--- src/inc/fbd_map.svh ---
// Address window, mode codes, channel numbers and timing counts
// Assumes inclusion by bare name from the package or design file
`ifndef FBD_MAP_SVH
`define FBD_MAP_SVH
`define FBD_ADDR_W         16
`define FBD_WIN_TOP_BITS   4
`define FBD_WIN_TOP_VAL    4'hf
`define FBD_REG_CTRL       4'h0
`define FBD_REG_STAT       4'h1
`define FBD_REG_CMD        4'h2
`define FBD_REG_DATA       4'h3
`define FBD_REG_LINK       4'h4
`define FBD_CTRL_RST       8'h00
`define FBD_LINK_RST       8'h00
`define FBD_MODE_1         2'h1
`define FBD_MODE_2         2'h2
`define FBD_MODE_3         2'h3
`define FBD_CH_0           2'h0
`define FBD_CH_1           2'h1
`define FBD_CH_2           2'h2
`define FBD_IRQ_LINES      7
`define FBD_IRQ_SIXTH      3'h5
`define FBD_IRQ_SEVENTH    3'h6
`define FBD_BIT_TIME_NS    4000
`define FBD_CLK_NS         10
`define FBD_BIT_CYC        (`FBD_BIT_TIME_NS / `FBD_CLK_NS)
`define FBD_MAX_DRIVES     2
`define FBD_DMA_CH         3
`define FBD_PAR_IDX        4'h8
`endif

--- src/inc/fbd_pkg.sv ---
// Types shared by the floppy bus DMA interface
// Assumes the map header on the include path
`include "fbd_map.svh"
package fbd_pkg;
  typedef struct packed {
    logic [`FBD_ADDR_W-1:0] address;
    logic                   read;
    logic                   write;
    logic [7:0]             writedata;
  } fbd_avm_req_s;
  typedef struct packed {
    logic [7:0] readdata;
    logic       waitrequest;
  } fbd_avm_rsp_s;
  typedef struct packed {
    logic       serial_out;
    logic       write_gate;
    logic [1:0] drive_sel;
  } fbd_drv_s;
  typedef enum logic [4:0] {
    FBD_IDLE = 5'h01,
    FBD_HOLD = 5'h02,
    FBD_XFER = 5'h04,
    FBD_DONE = 5'h08,
    FBD_LEND = 5'h10
  } fbd_state_e;
endpackage

--- src/rtl/fbd_top.sv ---
// Floppy bus DMA interface: windowed registers, hold handshake, DMA, serial link
// Assumes one 100 MHz clock, synchronous inputs, Avalon-MM with waitrequest
// Operation
// - Parameter, DMA, completion phases in order
// - DMA starts after command written
// - Status flags and interrupt at end
// - Respond only inside 60K to 64K; code acknowledges every access, reading zero outside
// - Disable CPU drivers while owning bus
// - Request from controller or sub-module
// - Acknowledge request; doubles as chained grant
// - Raise hold request for DMA
// - Interrupt routed to one of seven
// - Subchannel forbids sixth and seventh lines
// - Mode 1 uses channel 2
// - Mode 2 lends subchannel to module
// - Mode 2 strobe on sixth/seventh line
// - Mode 2 link picks channel allocation
// - Parallel to serial and back
// - Check or generate safeguard parity
// - At most two drives, one type; code never refuses a setting, as drv_ok_w is always true
// - Mode 3 priority by chain position
`timescale 1ns/1ps
`default_nettype none
`include "fbd_map.svh"
module fbd_top #(
  parameter int BIT_CYC  = `FBD_BIT_CYC,
  parameter int XFER_LEN = 16
) (
  input  wire logic                 ref_clk_i,
  input  wire logic                 rst_n_i,
  input  wire fbd_pkg::fbd_avm_req_s avm_req_i,
  output fbd_pkg::fbd_avm_rsp_s     avm_rsp_o,
  input  wire logic                 module_select_i,
  input  wire logic                 floppy_req_i,
  input  wire logic                 sub_req_i,
  input  wire logic                 bus_grant_i,
  output logic                      hold_req_o,
  output logic                      cpu_driver_disable_o,
  output logic                      chained_grant_o,
  output logic [2:0]                dma_channel_ack_o,
  output logic [`FBD_IRQ_LINES-1:0] interrupt_line_o,
  output fbd_pkg::fbd_drv_s         drv_o,
  input  wire logic                 serial_in_i
);
  import fbd_pkg::*;

  // Registers
  logic [7:0]  ctrl_r;
  logic [7:0]  link_r;
  logic [7:0]  cmd_r;
  logic [7:0]  data_r;
  logic [7:0]  stat_r;
  logic        cmd_done_r;
  logic        ack_r;
  logic        wreq_r;
  fbd_state_e  state_r;
  fbd_state_e  state_nxt;
  logic [7:0]  cnt_r;
  logic [15:0] bit_cnt_r;
  logic [3:0]  bit_idx_r;
  logic [7:0]  shift_r;
  logic        par_r;
  logic        par_err_r;
  logic        hold_r;
  logic        own_r;
  logic        cgrant_r;
  logic [2:0]  dma_channel_ack_r;
  logic [`FBD_IRQ_LINES-1:0] irq_r;
  logic [7:0]  rdata_r;
  fbd_drv_s    drv_r;

  // Link settings: mode, allocation, interrupt line, drive count and type
  wire [1:0] mode_w      = link_r[1:0];
  wire       alloc_w     = link_r[2];
  wire [2:0] irq_sel_w   = link_r[5:3];
  wire       two_drv_w   = link_r[6];
  wire       std_type_w  = link_r[7];
  wire       go_w        = ctrl_r[0];
  wire       dir_wr_w    = ctrl_r[1];
  wire       irq_en_w    = ctrl_r[2];

  wire [`FBD_WIN_TOP_BITS-1:0] top_w = avm_req_i.address[`FBD_ADDR_W-1 -: `FBD_WIN_TOP_BITS];
  wire in_win_w  = (top_w == `FBD_WIN_TOP_VAL) & module_select_i;
  wire [3:0] reg_w = avm_req_i.address[3:0];
  wire acc_w     = (avm_req_i.read | avm_req_i.write) & ~ack_r;
  wire wr_w      = ack_r & avm_req_i.write & in_win_w;
  wire cmd_wr_w  = wr_w & (reg_w == `FBD_REG_CMD);
  wire data_wr_w = wr_w & (reg_w == `FBD_REG_DATA);
  wire stat_wr_w = wr_w & (reg_w == `FBD_REG_STAT);
  wire in_xfer_w = (state_r == FBD_XFER);
  wire sub_mode_w = (mode_w == `FBD_MODE_2);
  wire irq_bad_w = sub_mode_w & ((irq_sel_w == `FBD_IRQ_SIXTH) | (irq_sel_w == `FBD_IRQ_SEVENTH));
  wire [1:0] own_ch_w = (sub_mode_w & alloc_w) ? `FBD_CH_0 : `FBD_CH_2;
  wire [1:0] sub_ch_w = alloc_w ? `FBD_CH_2 : `FBD_CH_1;
  wire own_req_w = floppy_req_i & cmd_done_r;
  wire sub_req_w = sub_mode_w & sub_req_i;
  wire bit_tick_w = (bit_cnt_r == 16'(BIT_CYC - 1));
  wire byte_end_w = in_xfer_w & bit_tick_w & (bit_idx_r == `FBD_PAR_IDX);
  wire bit_step_w = in_xfer_w & bit_tick_w & (bit_idx_r != `FBD_PAR_IDX);
  wire shift_in_w = dir_wr_w ? shift_r[7] : serial_in_i;
  wire par_bad_w  = byte_end_w & ~dir_wr_w & (serial_in_i != par_r);
  wire xfer_end_w = (cnt_r == 8'(XFER_LEN - 1)) & byte_end_w;
  wire drv_ok_w   = ~(two_drv_w & ~std_type_w & link_r[7]);
  wire grant_xfer_w = bus_grant_i & (state_nxt == FBD_XFER);
  wire grant_lend_w = bus_grant_i & (state_nxt == FBD_LEND);
  wire irq_fire_w   = irq_en_w & stat_r[0] & ~irq_bad_w;
  wire strobe_on_w  = sub_mode_w & own_r & (state_r == FBD_LEND);
  wire [2:0] strobe_ln_w = dir_wr_w ? `FBD_IRQ_SEVENTH : `FBD_IRQ_SIXTH;
  wire [7:0] rmux_w =
      (reg_w == `FBD_REG_CTRL) ? ctrl_r :
      (reg_w == `FBD_REG_STAT) ? stat_r :
      (reg_w == `FBD_REG_CMD)  ? cmd_r  :
      (reg_w == `FBD_REG_DATA) ? data_r :
      (reg_w == `FBD_REG_LINK) ? link_r : 8'h00;

  // Bus slave: one wait cycle, then acknowledge
  always_ff @(posedge ref_clk_i or negedge rst_n_i) begin
    if (!rst_n_i) begin
      ack_r   <= 1'b0;
      wreq_r  <= 1'b1;
      rdata_r <= 8'h00;
    end else begin
      ack_r   <= acc_w;
      wreq_r  <= ~acc_w;
      rdata_r <= in_win_w ? rmux_w : 8'h00;
    end
  end

  // Parameter phase registers
  always_ff @(posedge ref_clk_i or negedge rst_n_i) begin
    if (!rst_n_i) begin
      ctrl_r     <= `FBD_CTRL_RST;
      link_r     <= `FBD_LINK_RST;
      cmd_r      <= 8'h00;
      cmd_done_r <= 1'b0;
    end else begin
      if (wr_w && reg_w == `FBD_REG_CTRL) ctrl_r <= avm_req_i.writedata;
      if (wr_w && reg_w == `FBD_REG_LINK) link_r <= avm_req_i.writedata;
      if (wr_w && reg_w == `FBD_REG_CMD) begin
        cmd_r      <= avm_req_i.writedata;
        cmd_done_r <= 1'b1;
      end else if (state_r == FBD_DONE) begin
        cmd_done_r <= 1'b0;
      end
    end
  end

  // Phase sequencer
  always_comb begin
    state_nxt = state_r;
    case (state_r)
      FBD_IDLE: begin
        if ((go_w & own_req_w & drv_ok_w) | sub_req_w) state_nxt = FBD_HOLD;
      end
      FBD_HOLD: begin
        if (bus_grant_i) state_nxt = own_req_w ? FBD_XFER : FBD_LEND;
      end
      FBD_XFER: begin
        if (xfer_end_w) state_nxt = FBD_DONE;
        else if (!bus_grant_i) state_nxt = FBD_HOLD;
      end
      FBD_LEND: begin
        if (!sub_req_i || !bus_grant_i) state_nxt = FBD_IDLE;
      end
      FBD_DONE: state_nxt = FBD_IDLE;
      default:  state_nxt = FBD_IDLE;
    endcase
  end

  always_ff @(posedge ref_clk_i or negedge rst_n_i) begin
    if (!rst_n_i) state_r <= FBD_IDLE;
    else          state_r <= state_nxt;
  end

  // Hold request toward the CPU
  always_ff @(posedge ref_clk_i or negedge rst_n_i) begin
    if (!rst_n_i) begin
      hold_r <= 1'b0;
    end else begin
      hold_r <= (state_nxt != FBD_IDLE) & (state_nxt != FBD_DONE);
    end
  end

  // Bus ownership disables the CPU drivers
  always_ff @(posedge ref_clk_i or negedge rst_n_i) begin
    if (!rst_n_i) begin
      own_r <= 1'b0;
    end else begin
      own_r <= grant_xfer_w | grant_lend_w;
    end
  end

  // Grant passed down the chain while idle
  always_ff @(posedge ref_clk_i or negedge rst_n_i) begin
    if (!rst_n_i) begin
      cgrant_r <= 1'b0;
    end else begin
      cgrant_r <= bus_grant_i & (state_nxt == FBD_IDLE) & (mode_w == `FBD_MODE_3);
    end
  end

  // Per-channel acknowledge
  for (genvar ch = 0; ch < `FBD_DMA_CH; ch++) begin : g_dma_channel_ack
    wire own_hit_w = grant_xfer_w & (own_ch_w == 2'(ch));
    wire sub_hit_w = grant_lend_w & (sub_ch_w == 2'(ch));
    always_ff @(posedge ref_clk_i or negedge rst_n_i) begin
      if (!rst_n_i) begin
        dma_channel_ack_r[ch] <= 1'b0;
      end else begin
        dma_channel_ack_r[ch] <= own_hit_w | sub_hit_w;
      end
    end
  end

  // Bit timer
  always_ff @(posedge ref_clk_i or negedge rst_n_i) begin
    if (!rst_n_i) begin
      bit_cnt_r <= 16'h0000;
    end else if (!in_xfer_w || bit_tick_w) begin
      bit_cnt_r <= 16'h0000;
    end else begin
      bit_cnt_r <= bit_cnt_r + 16'h0001;
    end
  end

  // Bit position within a byte, parity slot last
  always_ff @(posedge ref_clk_i or negedge rst_n_i) begin
    if (!rst_n_i) begin
      bit_idx_r <= 4'h0;
    end else if (!in_xfer_w || byte_end_w) begin
      bit_idx_r <= 4'h0;
    end else if (bit_tick_w) begin
      bit_idx_r <= bit_idx_r + 4'h1;
    end
  end

  // Byte count
  always_ff @(posedge ref_clk_i or negedge rst_n_i) begin
    if (!rst_n_i) begin
      cnt_r <= 8'h00;
    end else if (state_r == FBD_IDLE) begin
      cnt_r <= 8'h00;
    end else if (byte_end_w) begin
      cnt_r <= cnt_r + 8'h01;
    end
  end

  // Shift register
  always_ff @(posedge ref_clk_i or negedge rst_n_i) begin
    if (!rst_n_i) begin
      shift_r <= 8'h00;
    end else if (state_r == FBD_IDLE) begin
      shift_r <= data_r;
    end else if (bit_step_w) begin
      shift_r <= {shift_r[6:0], shift_in_w};
    end
  end

  // Running parity
  always_ff @(posedge ref_clk_i or negedge rst_n_i) begin
    if (!rst_n_i) begin
      par_r <= 1'b0;
    end else if (!in_xfer_w || byte_end_w) begin
      par_r <= 1'b0;
    end else if (bit_step_w) begin
      par_r <= par_r ^ shift_in_w;
    end
  end

  // Parity error, set wins over clear
  always_ff @(posedge ref_clk_i or negedge rst_n_i) begin
    if (!rst_n_i) begin
      par_err_r <= 1'b0;
    end else if (par_bad_w) begin
      par_err_r <= 1'b1;
    end else if (cmd_wr_w && cmd_done_r && state_r == FBD_IDLE) begin
      par_err_r <= 1'b0;
    end
  end

  // Data word
  always_ff @(posedge ref_clk_i or negedge rst_n_i) begin
    if (!rst_n_i) begin
      data_r <= 8'h00;
    end else if (data_wr_w && state_r == FBD_IDLE) begin
      data_r <= avm_req_i.writedata;
    end else if (byte_end_w && !dir_wr_w) begin
      data_r <= shift_r;
    end
  end

  // Drive side outputs: data bits, then parity bit
  always_ff @(posedge ref_clk_i or negedge rst_n_i) begin
    if (!rst_n_i) begin
      drv_r <= '0;
    end else begin
      drv_r.write_gate <= in_xfer_w & dir_wr_w;
      if (!in_xfer_w) drv_r.drive_sel <= two_drv_w ? 2'h3 : 2'h1;
      if (byte_end_w && dir_wr_w) drv_r.serial_out <= par_r;
      else if (bit_step_w && dir_wr_w) drv_r.serial_out <= shift_r[7];
      else if (!in_xfer_w) drv_r.serial_out <= 1'b0;
    end
  end

  // Completion status
  always_ff @(posedge ref_clk_i or negedge rst_n_i) begin
    if (!rst_n_i) begin
      stat_r <= 8'h00;
    end else begin
      stat_r[0] <= (state_r == FBD_DONE) | (stat_r[0] & ~stat_wr_w);
      stat_r[1] <= par_err_r;
      stat_r[2] <= own_r;
      stat_r[3] <= irq_bad_w;
      stat_r[4] <= ~drv_ok_w;
      stat_r[7:5] <= state_r[2:0];
    end
  end

  // Interrupt routing per line
  for (genvar ln = 0; ln < `FBD_IRQ_LINES; ln++) begin : g_irq
    wire done_hit_w   = irq_fire_w & (irq_sel_w == 3'(ln));
    wire strobe_hit_w = strobe_on_w & (strobe_ln_w == 3'(ln));
    always_ff @(posedge ref_clk_i or negedge rst_n_i) begin
      if (!rst_n_i) begin
        irq_r[ln] <= 1'b0;
      end else begin
        irq_r[ln] <= done_hit_w | strobe_hit_w;
      end
    end
  end

  assign avm_rsp_o.readdata    = rdata_r;
  assign avm_rsp_o.waitrequest = wreq_r;
  assign hold_req_o            = hold_r;
  assign cpu_driver_disable_o  = own_r;
  assign chained_grant_o       = cgrant_r;
  assign dma_channel_ack_o     = dma_channel_ack_r;
  assign interrupt_line_o      = irq_r;
  assign drv_o                 = drv_r;
endmodule
`default_nettype wire

--- config.mk ---
export PLATFORM = sky130hd
export DESIGN_NAME = fbd_top
export DESIGN_NICKNAME = d
export VERILOG_FILES = /design/src/inc/fbd_pkg.sv /design/src/rtl/fbd_top.sv
export VERILOG_INCLUDE_DIRS = /design/src /design/src/inc
export SDC_FILE = /design/constraint.sdc
export NUM_CORES = 1
export LEC_CHECK = 0
export BUFFER_PORTS_ARGS = -buffer_cell sky130_fd_sc_hd__clkbuf_2
export CAP_MARGIN = 15
export CORE_MARGIN = 2
export CORE_UTILIZATION = 58
export DETAILED_ROUTE_END_ITERATION = 10
export HOLD_SLACK_MARGIN = 0.08
export PLACE_DENSITY = 0.81
export SLEW_MARGIN = 20
export SYNTH_ARGS = -nofsm -noshare
export SYNTH_HDL_FRONTEND = slang
export SYNTH_SLANG_ARGS = --single-unit
--- constraint.sdc ---
create_clock -name ref_clk_i -period 5.2 [get_ports ref_clk_i]
set_input_delay 0.26 -clock ref_clk_i [delete_from_list [all_inputs] [get_ports ref_clk_i]]
set_output_delay 0.26 -clock ref_clk_i [all_outputs]
set_load 0.05 [all_outputs]
==> flow_summary.yaml, run 1 <==
finish:
  antenna_cells: 0
  nets: 549
  area_delta_synth_final_pct: 10.74
  instances_no_fill: 625
  fin_area_um2: 5585
  drive_gt1_frac: 0.2012
timing:
  skew_ps: 6.315
  fmax_mhz: 409.6
  fin_hold_ws_ps: 176.9
  rsz0062_at_grt: "no"
  timing.final.crit_period_ps: 2441
  period_share: 0.4695
  hold_violations: 0
  slew-limit-headroom: 0.4021
  slew_violations: 0
  finalSetupViolCount: 0
  worst_pin_slew_ps: 896.8
  tns_ps: 0
die:
  dieArea_um2: 9458
  io_pins: 59
  rows: 34
  core_um2: 8593
  die_h_um: 97.25
  fp.dieW_um: 97.25
  start_util: 0.5869
setup_path:
  worst_setup_path_start_kind: "flop"
  regToRegSetupSlack_ps: 2760
  cp_max_fo: 13
  crit_type: "reg2reg"
  end_kind: "flop"
  arrival_ps: 2660
  cp_data_required_time_ps: 5420
clocking:
  clock_sinks: 111
  cts_tree: "built"
  numCtsBuffers: 9
  post_cts_buffers: 0
  cts.clk_slew.worst_paths_ps: 100
  cts.path.max_buffers: 2
  h-tree-depth: 3
  clock_latency_ps: 370
  cts_root_buf: "clkbuf_8"
placement:
  placed_area_um2: 5370
  place_congestion: 0.9086
  port_buffers: 50
  dp_hpwl_mm: 7.507
  dp_cells: 608
detailed_routing:
  first_pass_iters: 5
  drt-vias-per-instance: 5.760
  drtIter0Drc: 262
  drc: 0
  wl_per_cell_um: 16.49
  wl_mm: 10.31
  antenna_left: 0
  route.vias.total: 3600
yosys:
  synth_area_um2: 5044
  async_flop_share: 1.000
  mappedNetlistNets: 501
  seq_area_frac_synth: 0.5512
  avgSynthCellArea_um2: 10.87
  synth_cell_types: 59
  synth_ff_type: "dfrtp_1"
  yosysWarnings: 0
  synthCells: 464
  synth_seq_cells: 111
  synth-edff-count: 0
pwr:
  power.density_nw_per_um2: 296.1
  p_leak_nw: 2.530
  peakVddDrop_mv: 0.2301
run:
  drv_cap: 0
grt:
  grt_usage: 0.2259
  grt_pass1_wl_mm: 17.18
  antenna_found_initial: 0
  grt_max_degree: 59
  overflow: 0
  grt_pass1_vias: 3416
run_status:
  status: "finished clean"
hold_path:
  hold_path.class: "in2reg"
-- where the power goes --
group | leakage, nW | internal [mW] | switching [mW] | total (mW)
Clock | 0.104 | 0.271 | 0.275 | 0.546
Combinational | 0.983 | 0.0559 | 0.120 | 0.176
Sequential | 1.44 | 0.901 | 0.0301 | 0.932
-- metal layers --
layer,routed length (um),share of wire,up-vias,GRT usage
met5,0,0,-,0
li1,-,-,1716,-
met3,551,0.053,7,0.03813
met1,4779,0.46,1797,0.3371
met4,95,0.0092,0,0.05876
met2,4883,0.47,80,0.3488
-- cell usage after synthesis, types with 2 or more instances --
cell | instances | share of area
nand2_1 | 38 | 0.028
nor2_1 | 62 | 0.046
o21ai_0 | 15 | 0.015
nor3b_2 | 2 | 0.0050
xnor2_1 | 15 | 0.026
a22oi_1 | 5 | 0.0074
o22ai_1 | 2 | 0.0025
clkbuf_1 | 12 | 0.0089
nand3_1 | 15 | 0.015
nor3_1 | 12 | 0.012
a211o_1 | 2 | 0.0035
and3_1 | 5 | 0.0062
nand3b_1 | 4 | 0.0060
a211oi_1 | 5 | 0.0074
inv_1 | 9 | 0.0067
a22o_1 | 3 | 0.0052
nor4b_1 | 2 | 0.0035
a2bb2oi_1 | 2 | 0.0035
nand4_1 | 3 | 0.0037
dfrtp_1 | 109 | 0.54
mux2i_1 | 22 | 0.044
and4_1 | 5 | 0.0087
or3_1 | 3 | 0.0037
and3b_1 | 2 | 0.0035
dfstp_2 | 2 | 0.010
nand2b_1 | 7 | 0.0087
ha_1 | 4 | 0.0099
nor4_1 | 8 | 0.0099
o31ai_1 | 2 | 0.0030
a21oi_1 | 17 | 0.017
o21ai_1 | 7 | 0.0069
xor2_1 | 8 | 0.014
mux2_2 | 23 | 0.051
buf_4 | 2 | 0.0030
nor2b_1 | 6 | 0.0074
-- worst paths after layout --
check                              start            end  cells after the start
setup / recovery           bit_cnt_r[12]     shift_r[7]                      5
setup reg to reg           bit_cnt_r[12]     shift_r[7]                      5
hold reg to reg                par_err_r      stat_r[1]                      0
min in group asynchronous        rst_n_i  bit_cnt_r[12]                      2
max in group asynchronous        rst_n_i      data_r[4]                      3
hold / removal              avm_req_i[4]      ctrl_r[4]                      2
-- kinds of logic (layout without fill, tap and decap cells) --
| logic type | after synthesis | count (layout) | synth area share |
|---|---|---|---|
| XOR/XNOR | 23 | 23 | 0.03994 |
| multiplexers | 45 | 45 | 0.09501 |
| AO/OA/AOI/OAI | 67 | 67 | 0.08361 |
| flip-flops | 111 | 111 | 0.5512 |
| buffers and inverters | 25 | 78 | 0.02183 |
| AND/OR/NAND/NOR | 188 | 188 | 0.1977 |
| other | 1 | 1 | 0.0007435 |
| adder cells (fa/ha/maj) | 4 | 4 | 0.009923 |
-- state kept, by name, indices dropped and copies added, names as in the netlist --
signal / cells
ack_r: 1
bit_cnt_r: 16
bit_idx_r: 4
chained_grant_o: 1
cmd_done_r: 1
cmd_r: 8
cnt_r: 8
cpu_driver_disable_o: 1
ctrl_r: 8
data_r: 8
dma_channel_ack_o: 3
drv_o: 4
hold_req_o: 1
interrupt_line_o: 7
link_r: 8
par_err_r: 1
par_r: 1
rdata_r: 8
shift_r: 8
stat_r: 8
state_r: 5
wreq_r: 1
-- cell type report --
class | count | area (um2)
fill | 668 | 3008
timing repair buffer | 53 | 277.8
sequential | 111 | 2780
inverter | 9 | 33.78
tap | 108 | 135.1
clock inverter | 4 | 70.07
clock buffer | 12 | 135.1
multi-input combinational | 328 | 2153
-- critical path: stages, from the launching register on --
cell     delay (ps)
dfrtp_1         420
nor4_1          510
nand4_2         450
nor3_4          590
mux2i_1         250
o21ai_1          70
-- layout by cell type (no fill, tap or decap), drive strengths merged, types with 6 or more instances in the layout --
cell    netlist  final
nor2         63     63
xor2          8      8
nor3         13     13
a21oi        17     17
inv           9      9
nand2b        7      7
nand2        39     39
nand3        16     16
nor4          9      9
o21ai        22     22
dfrtp       109    109
nor2b         6      6
mux2         23     23
xnor2        15     15
mux2i        22     22
clkbuf       12     61
-- repair_timing --
| action | CTS | global route |
|---|---|---|
| resized for setup | 0 | 0 |
| endpoints found under the hold margin | 56 | 0 |
| endpoints found under the setup margin | 0 | 0 |
| hold buffers | 1 | 0 |
-- per-stage QoR --
step                utilization  power [mW]  setup WS (ps)
floorplan                     -       1.059           3313
global placement         0.6249       1.119           2858
detailed placement       0.6249       1.127           2837
CTS                      0.6500       1.660           2794
global route             0.6500       1.726           2624
finish                   0.6500       1.654           2759
No activity file was read; power rests on OpenSTA's default activity.
==> run 2: changes to the inputs <==
clock period = 2.3 ns   (was 5.2 ns; I/O delays follow)
==> run 2 against run 1 <==
Against the previous run: clock skew up 12 ps; global-route usage rose by 2.0 points; first-iteration DRC count shrank 6.1%; total power grew 130%; highest routed layer unchanged.
==> flow_summary.yaml, run 2 (synthesis gave the netlist of run 1 again) <==
setup_path:
  crit_chain: "inv_1 -> ha_1 -> and3b_1 -> nand3_2 -> nor3_1 -> buf_4 -> mux2i_1 -> a21oi_1"
  crit_type: "reg2reg"
  end_kind: "flop"
  cp_max_fo: 9
  arrival_ps: 2320
  cp_data_required_time_ps: 2540
  worst_setup_path_start_kind: "flop"
  cp_slowest_cell: "dfrtp_1"
  cpLargestDelayFamily: "simple AND/OR/NAND/NOR gates"
  cp_num_buf_inv: 2
  slowest_delay_ps: 440
clocking:
  cts.path.max_buffers: 2
  h-tree-depth: 3
  post_cts_buffers: 0
  cts_tree: "built"
  clock_sinks: 111
  clock_latency_ps: 380
  cts_root_buf: "clkbuf_8"
  cts.clk_slew.worst_paths_ps: 100
  numCtsBuffers: 9
placement:
  place_congestion: 0.8795
  port_buffers: 50
  dp_hpwl_mm: 8.043
  dp_cells: 622
grt:
  groute.layer.met3.usage: 0.03453
  grtUsageMet1: 0.3426
  grt_max_degree: 43
  grt_use_met2: 0.3942
  overflow: 0
  grt.busiest_layer: "met2"
  antenna_found_initial: 0
  grt_pass1_vias: 3779
  grt_pass1_wl_mm: 18.62
  grt_usage: 0.2454
finish:
  regMostFlops: "bit_cnt_r"
  seqCellArea_um2: 2780
  multi_input_area_um2: 2160
  area_delta_synth_final_pct: 15.63
  fillers: 626
  final_cell_mix: "dfrtp_1 (109), nor2_1 (62), clkbuf_2 (49)"
  utilization: 0.6787
  antenna_cells: 0
  instances_no_fill: 650
  drive_gt1_frac: 0.2251
  nets: 574
  largest_reg_flops: 16
  layout_commonest_cell: "dfrtp_1"
detailed_routing:
  first_pass_iters: 4
  drt-vias-per-instance: 5.782
  wl_per_cell_um: 17.16
  drc: 0
  route.vias.total: 3758
  antenna_left: 0
  wl_mm: 11.16
  drtIter0Drc: 246
timing:
  rsz0062_at_grt: "no"
  period_share: 0.9047
  finalSetupViolCount: 0
  skew_ps: 18.81
  slew-limit-headroom: 0.5712
  timing.final.crit_period_ps: 2081
  slew_violations: 0
  worst_pin_slew_ps: 642.5
  hold_violations: 0
  tns_ps: 0
  fin_hold_ws_ps: 130.4
  fmax_mhz: 480.6
die:
  core_um2: 8593
  dieArea_um2: 9458
  die_h_um: 97.25
  rows: 34
  io_pins: 59
  fp.dieW_um: 97.25
  start_util: 0.5869
pwr:
  switching_power_mw: 0.9981
  power.density_nw_per_um2: 639.4
  clkPwrFrac: 0.318
  power_frac_seq: 0.566
  p_sw_frac: 0.2677
  power_mw: 3.729
  comb_power_share: 0.116
  peakVddDrop_mv: 0.2900
  p_leak_nw: 2.649
  p_int_mw: 2.731
run:
  drv_cap: 0
run_status:
  status: "finished clean"
hold_path:
  hold_path.class: "in2reg"
## run 2: cell count changes in the layout (fill, tap and decap cells not counted), sizes merged
cell,change
buf,+14
dlygate4sd3,+11
clkbuf,-2
clkinvlp,+2
bufinv,-1
inv,+1
## run 2: worst paths after layout
kind	endpoint	depth (start not counted)	from	slack, ps
max in group asynchronous	par_err_r	3	rst_n_i	1270
min in group asynchronous	bit_cnt_r[13]	2	rst_n_i	260
hold / removal	state_r[0]	4	sub_req_i	130
setup / recovery	data_r[4]	8	bit_idx_r[0]	220
setup reg to reg	data_r[4]	8	bit_idx_r[0]	220
hold reg to reg	stat_r[1]	0	par_err_r	420
## run 2: through the flow
| step | setup WS, ps | area, um2 |
|---|---|---|
| floorplan | 413.5 | 5044 |
| global placement | 254.1 | 5500 |
| detailed placement | 235.5 | 5500 |
| CTS | 181.4 | 5826 |
| global route | 93.20 | 5832 |
| finish | 219.2 | 5832 |
## run 2: cell type report
class,instances,area share
Sequential cell,111,0.4767
Clock inverter,6,0.01159
Timing Repair Buffer,78,0.08882
Multi-Input combinational cell,328,0.3703
Tap cell,108,0.02317
Inverter,9,0.005793
Clock buffer,10,0.02360
## run 2: what timing repair did
action | in CTS | in global routing
setup endpoints to repair | 0 | 4
endpoints found under the hold margin | 70 | 0
hold buffers | 12 | 0
gates resized for setup | 0 | 1
## run 2: power groups by stage
stage	Clock [mW]	Combinational, mW	Sequential (mW)
after floorplan	0	0.254	2.14
after global placement	0	0.405	2.14
after detailed placement	0	0.420	2.15
after CTS	1.21	0.436	2.11
after global routing	1.29	0.486	2.12
final	1.18	0.434	2.11
## run 2: worst min-delay path, delay by kind of cell
kind	cells	cell delay, ps
buffers and inverters	1	100
AO/OA/AOI/OAI	2	170
AND/OR/NAND/NOR	1	60
## run 2: per-layer routing
metal | share of wire | wire (um)
met3 | 0.047 | 525
met2 | 0.50 | 5548
met4 | 0.016 | 182
met1 | 0.44 | 4899
met5 | 0 | 0
